$ cat src/hdl/sslr_defs.svh
// Offsets, field positions, reset values and slot identifiers for the sense slot and limiter registers.
//------------------------------------------------------------------------------
//------------------------------------------------------------------------------
`ifndef SSLR_DEFS_SVH
`define SSLR_DEFS_SVH

// Register indices; the byte address is four times the index.
`define SSLR_IDX_P5       4'ha
`define SSLR_IDX_P6       4'hb
`define SSLR_IDX_VBAT     4'hc
`define SSLR_IDX_LIM1     4'hd

// Reset values of the registers.
`define SSLR_RST_P5       8'h07
`define SSLR_RST_P6       8'h07
`define SSLR_RST_VBAT     8'h00
`define SSLR_RST_LIM1     8'ha4

// Field positions inside the first limiter control register.
`define SSLR_SLOPE_HI     7
`define SSLR_SLOPE_LO     6
`define SSLR_INF_HI       5
`define SSLR_INF_LO       3
`define SSLR_TRACK_BIT    2
`define SSLR_MODE_HI      1
`define SSLR_MODE_LO      0

// Slot identifiers carried in the marker byte.
`define SSLR_ID_SLOT5     3'h5
`define SSLR_ID_SLOT6     3'h6

`endif

$ cat src/hdl/sslr_pkg.sv
// Types shared by the sense slot and limiter register block.
`default_nettype none

package sslr_pkg;

    // Slot content codes of the sense slot selectors.
    typedef enum logic [2:0] {
        SSLR_SNS_VOLT   = 3'h0,
        SSLR_SNS_CURR   = 3'h1,
        SSLR_SNS_VBAT   = 3'h2,
        SSLR_SNS_CTRL   = 3'h3,
        SSLR_SNS_ALT    = 3'h4,
        SSLR_SNS_STAT   = 3'h5,
        SSLR_SNS_MARK   = 3'h6,
        SSLR_SNS_BLANK  = 3'h7
    } sslr_sns_t;

    // Bus answer phase, Gray coded: wait, then one answer cycle.
    typedef enum logic {
        SSLR_BUS_WAIT   = 1'b0,
        SSLR_BUS_ANSWER = 1'b1
    } sslr_bus_t;

endpackage

`default_nettype wire

$ cat src/hdl/sslr_regs.sv
// Sense slot selectors, battery readout and battery tracking limiter control.
`timescale 1ns/1ns
`default_nettype none
`include "sslr_defs.svh"

module sslr_regs #(
    parameter logic [7:0] INF_TOP_CODE = 8'hc3,   // Battery code that equals 3.9 V.
    parameter logic [7:0] INF_STEP     = 8'h05    // Battery codes per 0.1 V step.
) (
    input  wire logic        sys_clk,
    input  wire logic        rst,
    input  wire logic [5:0]  avs_address,
    input  wire logic        avs_read,
    input  wire logic        avs_write,
    input  wire logic [31:0] avs_writedata,
    input  wire logic [3:0]  avs_byteenable,
    output logic [31:0]      avs_readdata,
    output logic             avs_waitrequest,
    input  wire logic [7:0]  vbat_code,
    input  wire logic        vbat_valid,
    input  wire logic [15:0] sense_volt,
    input  wire logic [15:0] sense_curr,
    input  wire logic [7:0]  status_byte,
    input  wire logic [7:0]  control_byte,
    input  wire logic        frame_sync,
    output logic [15:0]      slot5_word,
    output logic             slot5_wide,
    output logic [15:0]      slot6_word,
    output logic             slot6_wide,
    output logic [9:0]       lim_reduce,
    output logic             lim_engaged,
    output logic [1:0]       lim_mode
);
    import sslr_pkg::*;

    //--------------------------------------------------------------------------
    // Decode helpers
    //--------------------------------------------------------------------------

    // Word index of a byte address; the low two bits are ignored.
    function automatic logic [3:0] word_index(input logic [5:0] addr);
        word_index = addr[5:2];
    endfunction

    // Slot content for one selector code: wide flag and 16-bit word.
    // Eight-bit contents sit in the upper byte, the lower byte is zero.
    function automatic logic [16:0] slot_content(
        input sslr_sns_t   sel,
        input logic        alt,
        input logic [2:0]  id,
        input logic [15:0] volt,
        input logic [15:0] curr,
        input logic [7:0]  vbat,
        input logic [7:0]  stat,
        input logic [7:0]  ctrl
    );
        case (sel)
            SSLR_SNS_VOLT:  slot_content = {1'b1, volt};
            SSLR_SNS_CURR:  slot_content = {1'b1, curr};
            SSLR_SNS_VBAT:  slot_content = {1'b0, vbat, 8'h00};
            SSLR_SNS_CTRL:  slot_content = {1'b0, ctrl, 8'h00};
            SSLR_SNS_ALT:   slot_content = alt ? {1'b1, curr} : {1'b1, volt};
            SSLR_SNS_STAT:  slot_content = {1'b0, stat, 8'h00};
            SSLR_SNS_MARK:  slot_content = {1'b0, alt, 4'h0, id, 8'h00};
            default:        slot_content = 17'h00000;
        endcase
    endfunction

    //--------------------------------------------------------------------------
    // Register state
    //--------------------------------------------------------------------------

    sslr_sns_t   p5_q, p5_d;             // Fifth slot content select.
    sslr_sns_t   p6_q, p6_d;             // Sixth slot content select.
    logic [7:0]  vbat_q, vbat_d;         // Last battery voltage sample.
    logic [1:0]  slope_q, slope_d;       // Limiter ratio code.
    logic [2:0]  inf_q, inf_d;           // Battery inflection code.
    logic        track_q, track_d;       // Battery tracking enable.
    logic [1:0]  mode_q, mode_d;         // Limiter or mute mode.
    sslr_bus_t   bus_q, bus_d;           // Bus answer phase.
    logic [31:0] rdata_q, rdata_d;       // Read data held for the master.
    logic [3:0]  idx;                    // Word index of the request.
    logic        req;                    // A read or write is pending.
    logic        wr_take;                // Write takes effect this edge.

    assign idx     = word_index(avs_address);
    assign req     = avs_read | avs_write;
    assign wr_take = avs_write & (bus_q == SSLR_BUS_ANSWER) & avs_byteenable[0];

    // Next register values: writes land on the answer edge, reserved bits dropped.
    always_comb
    begin
        p5_d    = p5_q;
        p6_d    = p6_q;
        slope_d = slope_q;
        inf_d   = inf_q;
        track_d = track_q;
        mode_d  = mode_q;
        vbat_d  = vbat_valid ? vbat_code : vbat_q;
        if (wr_take && idx == `SSLR_IDX_P5)
        begin
            p5_d = sslr_sns_t'(avs_writedata[2:0]);
        end
        else if (wr_take && idx == `SSLR_IDX_P6)
        begin
            p6_d = sslr_sns_t'(avs_writedata[2:0]);
        end
        else if (wr_take && idx == `SSLR_IDX_LIM1)
        begin
            slope_d = avs_writedata[`SSLR_SLOPE_HI:`SSLR_SLOPE_LO];
            inf_d   = avs_writedata[`SSLR_INF_HI:`SSLR_INF_LO];
            track_d = avs_writedata[`SSLR_TRACK_BIT];
            mode_d  = avs_writedata[`SSLR_MODE_HI:`SSLR_MODE_LO];
        end
    end

    // Registers with their documented reset values.
    always_ff @(posedge sys_clk or posedge rst)
    begin
        if (rst)
        begin
            p5_q    <= sslr_sns_t'(3'(`SSLR_RST_P5));
            p6_q    <= sslr_sns_t'(3'(`SSLR_RST_P6));
            vbat_q  <= `SSLR_RST_VBAT;
            slope_q <= 2'(`SSLR_RST_LIM1 >> `SSLR_SLOPE_LO);
            inf_q   <= 3'(`SSLR_RST_LIM1 >> `SSLR_INF_LO);
            track_q <= 1'(`SSLR_RST_LIM1 >> `SSLR_TRACK_BIT);
            mode_q  <= 2'(`SSLR_RST_LIM1);
        end
        else
        begin
            p5_q    <= p5_d;
            p6_q    <= p6_d;
            vbat_q  <= vbat_d;
            slope_q <= slope_d;
            inf_q   <= inf_d;
            track_q <= track_d;
            mode_q  <= mode_d;
        end
    end

    //--------------------------------------------------------------------------
    // Avalon-MM slave
    //--------------------------------------------------------------------------

    // One wait cycle, then one answer cycle; unmapped reads return zero.
    always_comb
    begin
        bus_d   = SSLR_BUS_WAIT;
        rdata_d = rdata_q;
        if (req && bus_q == SSLR_BUS_WAIT)
        begin
            bus_d   = SSLR_BUS_ANSWER;
            rdata_d = 32'h00000000;
            if (idx == `SSLR_IDX_P5)
            begin
                rdata_d = {29'h0, p5_q};
            end
            else if (idx == `SSLR_IDX_P6)
            begin
                rdata_d = {29'h0, p6_q};
            end
            else if (idx == `SSLR_IDX_VBAT)
            begin
                rdata_d = {24'h0, vbat_q};
            end
            else if (idx == `SSLR_IDX_LIM1)
            begin
                rdata_d = {24'h0, slope_q, inf_q, track_q, mode_q};
            end
        end
    end

    // Registers the answer phase and read data.
    always_ff @(posedge sys_clk or posedge rst)
    begin
        if (rst)
        begin
            bus_q   <= SSLR_BUS_WAIT;
            rdata_q <= 32'h00000000;
        end
        else
        begin
            bus_q   <= bus_d;
            rdata_q <= rdata_d;
        end
    end

    assign avs_waitrequest = (bus_q == SSLR_BUS_WAIT);
    assign avs_readdata    = rdata_q;

    //--------------------------------------------------------------------------
    // Sense slots
    //--------------------------------------------------------------------------

    logic        alt_q, alt_d;           // High in frames that carry current.
    logic [16:0] slot_q [2];             // Registered slot content per slot.
    logic [16:0] slot_d [2];             // Next slot content per slot.

    // Frame parity flips on each frame start.
    always_comb
    begin
        alt_d = frame_sync ? ~alt_q : alt_q;
    end

    // Content of slots five and six from their selectors.
    for (genvar s = 0; s < 2; s++)
    begin : g_slot
        always_comb
        begin
            slot_d[s] = slot_content((s == 0) ? p5_q : p6_q, alt_q,
                                     (s == 0) ? `SSLR_ID_SLOT5 : `SSLR_ID_SLOT6,
                                     sense_volt, sense_curr, vbat_q,
                                     status_byte, control_byte);
        end
        always_ff @(posedge sys_clk or posedge rst)
        begin
            if (rst)
            begin
                slot_q[s] <= 17'h00000;
            end
            else
            begin
                slot_q[s] <= slot_d[s];
            end
        end
    end

    // Registers the frame parity.
    always_ff @(posedge sys_clk or posedge rst)
    begin
        if (rst)
        begin
            alt_q <= 1'b0;
        end
        else
        begin
            alt_q <= alt_d;
        end
    end

    assign slot5_wide = slot_q[0][16];
    assign slot5_word = slot_q[0][15:0];
    assign slot6_wide = slot_q[1][16];
    assign slot6_word = slot_q[1][15:0];

    //--------------------------------------------------------------------------
    // Battery tracking threshold reduction
    //--------------------------------------------------------------------------

    logic [7:0] inf_level;               // Inflection level in battery codes.
    logic [7:0] deficit;                 // How far the battery sits below it.
    logic       below;                   // Battery is below the inflection.
    logic [9:0] reduce_q, reduce_d;      // Threshold reduction.
    logic       eng_q, eng_d;            // Reduction is active.
    logic [1:0] mode_out_q;              // Registered limiter mode output.

    assign inf_level = 8'(INF_TOP_CODE - 8'(inf_q * INF_STEP));
    assign below     = vbat_q < inf_level;
    assign deficit   = below ? 8'(inf_level - vbat_q) : 8'h00;

    // Reduction grows with the deficit times the ratio code; 1:1 gives none.
    always_comb
    begin
        reduce_d = 10'h000;
        eng_d    = 1'b0;
        if (track_q && below)
        begin
            reduce_d = 10'(deficit * slope_q);
            eng_d    = 1'b1;
        end
    end

    // Registers the limiter outputs.
    always_ff @(posedge sys_clk or posedge rst)
    begin
        if (rst)
        begin
            reduce_q   <= 10'h000;
            eng_q      <= 1'b0;
            mode_out_q <= 2'h0;
        end
        else
        begin
            reduce_q   <= reduce_d;
            eng_q      <= eng_d;
            mode_out_q <= mode_q;
        end
    end

    assign lim_reduce  = reduce_q;
    assign lim_engaged = eng_q;
    assign lim_mode    = mode_out_q;
endmodule // sslr_regs
`default_nettype wire

$ cat config.mk
export PLATFORM = sky130hd
export DESIGN_NAME = sslr_regs
export DESIGN_NICKNAME = d
export VERILOG_FILES = /design/src/hdl/sslr_pkg.sv /design/src/hdl/sslr_regs.sv
export VERILOG_INCLUDE_DIRS = /design/src /design/src/hdl
export SDC_FILE = /design/constraint.sdc
export NUM_CORES = 1
export LEC_CHECK = 0
export BUFFER_PORTS_ARGS = -buffer_cell sky130_fd_sc_hd__buf_2
export CAP_MARGIN = 20
export CORE_UTILIZATION = 45
export DETAILED_ROUTE_END_ITERATION = 7
export PLACE_DENSITY_LB_ADDON = 0.25
export SYNTH_ARGS = -nofsm -noshare
export SYNTH_HDL_FRONTEND = slang
export SYNTH_SLANG_ARGS = --single-unit
$ cat constraint.sdc
create_clock -name sys_clk -period 4.7 [get_ports sys_clk]
set_input_delay 0.94 -clock sys_clk [delete_from_list [all_inputs] [get_ports sys_clk]]
set_output_delay 0.94 -clock sys_clk [all_outputs]
set_load 0.005 [all_outputs]
==> flow_metrics.tcl <==
set metrics [dict create \
    finalNonFillerCells 806 \
    grt_pass1_wl_um 21100 \
    timing.final.max_slew_violations 0 \
    num_rows 38 \
    p_int_mw 1.62 \
    cap_violations 0 \
    hold_violations 0 \
    vias 4377 \
    cts_root_buffer "clkbuf_16" \
    grt_max_degree 47 \
    synth_edf_count 0 \
    grt_pass1_vias 4264 \
    clk_latency_ns 0.33 \
    drt_iter0_markers 222 \
    dr.pass1.iters 5 \
    max-vdd-ir-drop_v 0.000272 \
    post-route-period-util_pct 94.4 \
    synthArstFlopShare_pct 100 \
    routedWlPerCell_um 16.4 \
    drtAntennaViolNets 0 \
    die_x_um 108 \
    die_area_um2 11700 \
    clkSlewWorstSetupHoldPaths_ns 0.06 \
    wirelength_um 13200 \
    crit_type "flop to flop" \
    mostFrequentLayoutCells "buf_2 (130), dfrtp_1 (70), nor2_1 (56)" \
    worstMarginPinSlew_ns 0.993 \
    nets 786 \
    fmax_mhz 225 \
    core-area_um2 10900 \
    hpwl_um 9690 \
    status "complete, no violations" \
    synthDistinctLibCells 57 \
    antenna_found_initial 0 \
    clockBufferDepth 2 \
    seq_power_share_pct 37.2 \
    antennaDiodeCount 0 \
    ys_ff_latch 79 \
    cts_htree_levels 3 \
    grt_use_total_pct 23.5 \
    cp-end-kind "flop" \
    die_height_um 108 \
    final_layout_size_suffix_gt1_share_pct 29.6 \
    synthesis.area_um2 5070 \
    swShare_pct 35.4 \
    power_frac_clock_pct 26.6 \
    place_inst 790 \
    fill_cells 1010 \
    via_per_inst 5.43 \
    initial_core_util_pct 46.4 \
    drc_errors 0 \
    postSynthCellCount 547 \
    p_sw_mw 0.891 \
    critPathLaunchType "flop" \
    port_buffers 130 \
    worst-endpoint-required_ns 4.90 \
    synth_area_per_cell_um2 9.28 \
    crit_fanout 8 \
    synth_warnings 0 \
    io_pins 184 \
    ys.flop_type "dfrtp_1" \
    worstPathArrival_ns 4.64 \
    p_leak_nw 2.84 \
    tns_ns 0 \
    hold_path.class "flop to flop" \
    cts_tree "done" \
    maxSlewHeadroom_pct 33.8 \
    powerDensity_nw_per_um2 419 \
    fin_worst_skew_ns 0.00821 \
    grt.overflow.total 0 \
    layout_commonest_cell "buf_2" \
    cts_setup_buffers 0 \
    synth-seq-area-share_pct 39.2 \
    pwr-share-comb_pct 36.2 \
    numCtsBuffers 9 \
    setup_viol 0 \
    cts_sinks 79 \
    area_delta_synth_final_pct 18.3 \
    gp_congestion 0.886 \
    fin_crit_ns 4.44 \
]
-- final timing paths --
| check | start | to | slack, ns | depth (start not counted) |
|---|---|---|---|---|
| min | mode_q[0] | lim_mode[0] | 0.43 | 0 |
| max in group asynchronous | rst | slot6_word[14] | 3.03 | 3 |
| min reg2reg | mode_q[0] | lim_mode[0] | 0.43 | 0 |
| max reg2reg | inf_q[2] | lim_reduce[7] | 0.26 | 18 |
| min in group asynchronous | rst | slot5_word[11] | 0.69 | 2 |
| max | inf_q[2] | lim_reduce[7] | 0.26 | 18 |
-- synth_stat cells, types with 2 or more instances --
cell type	number	share of area [%]
o31ai_1	3	0.44
o221ai_1	2	0.35
or2_2	2	0.25
xnor2_1	5	0.86
o211ai_1	3	0.44
o22ai_1	4	0.49
a211oi_1	3	0.44
dfstp_2	9	4.7
o21a_1	3	0.44
nand2_2	2	0.25
nor2_1	56	4.1
ha_1	19	4.7
nor3b_1	3	0.44
nand4_1	3	0.37
a221oi_1	3	0.52
buf_1	5	0.37
o22a_1	9	1.6
nand3b_1	3	0.44
buf_4	24	3.6
a21oi_1	44	4.3
buf_2	9	0.89
mux2i_1	29	5.7
fa_1	2	0.79
a22oi_1	10	1.5
a21boi_0	2	0.30
o21ai_0	33	3.3
xor2_1	4	0.69
nand3_1	12	1.2
o21bai_1	2	0.30
mux4_2	8	3.6
nor2b_1	24	3.0
dfrtp_1	70	35
nand2b_1	8	0.99
mux2_2	20	4.4
inv_1	22	1.6
clkbuf_1	14	1.0
and2_1	3	0.37
nand2_1	46	3.4
nor3_1	6	0.59
-- sequential cells by signal, indices dropped and copies added (netlist names), 3 cells and up --
register	cells
lim_reduce	10
p5_q	3
avs_readdata	8
slot5_word	16
p6_q	3
slot6_word	16
inf_q	3
vbat_q	8
-- final cells by class --
cell class	instances	area, um2	share of cell area (%)
clock inverter	3	17.5	0.292
tap	140	175	2.92
inverter	22	83.8	1.40
sequential	79	1990	33.1
clock buffer	13	270	4.50
timing repair buffer	133	673	11.2
multi-input combinational	416	2800	46.6
-- stage by stage --
stage | hold slack (ns) | total power [mW] | utilization (%) | worst slack, ns | cell area (um2)
final | 0.427 | 2.51 | 54.9 | 0.263 | 6000
after detailed placement | 0.408 | 1.84 | 52.1 | 0.0734 | 5700
after floorplan | 0.370 | 1.56 | - | 0.472 | 5160
after global routing | 0.449 | 2.68 | 54.9 | -0.0277 | 6000
after CTS | 0.423 | 2.52 | 54.8 | 0.0610 | 5990
after global placement | 0.403 | 1.81 | 52.1 | 0.183 | 5700
-- what timing repair did --
action / 4_1_cts / 5_1_grt
hold buffers: 0 / 0
endpoints found under the setup margin: 0 / 3
resized for setup: 0 / 4
-- layer usage --
layer | part of all wire, % | track usage [%]
met1 | 43 | 30.6
met2 | 49 | 38.9
met3 | 6.1 | 4.22
met4 | 1.7 | 8.41
met5 | 0 | 0
-- power by group through the flow --
| stage | logic, mW | clock network, mW | registers (mW) |
|---|---|---|---|
| after detailed placement | 0.897 | 0 | 0.946 |
| after floorplan | 0.689 | 0 | 0.873 |
| after CTS | 0.903 | 0.681 | 0.934 |
| final | 0.911 | 0.669 | 0.934 |
| after global routing | 1.02 | 0.712 | 0.953 |
| after global placement | 0.873 | 0 | 0.940 |
-- logic make-up after synthesis --
logic type,synth area share [%]
buffers and inverters,7.69
adder cells (fa/ha/maj),5.47
AND/OR/NAND/NOR,16.5
flip-flops,39.2
multiplexers,13.7
XOR/XNOR,1.55
other,0.0739
AO/OA/AOI/OAI,15.8
-- worst max-delay path: stages, from the launching register on --
cell,delay (ns)
dfstp_2,0.56
ha_1,0.15
ha_1,0.15
inv_1,0.05
ha_1,0.29
nor3_1,0.20
xnor2_1,0.12
ha_2,0.42
nand4_2,0.14
a211o_1,0.32
a21oi_4,0.23
nand2_2,0.14
or2_2,0.33
fa_1,0.40
nor2b_1,0.16
o21ai_0,0.14
a21boi_2,0.21
mux2i_1,0.20
a21oi_1,0.09
(Power assumes the default switching activity.)
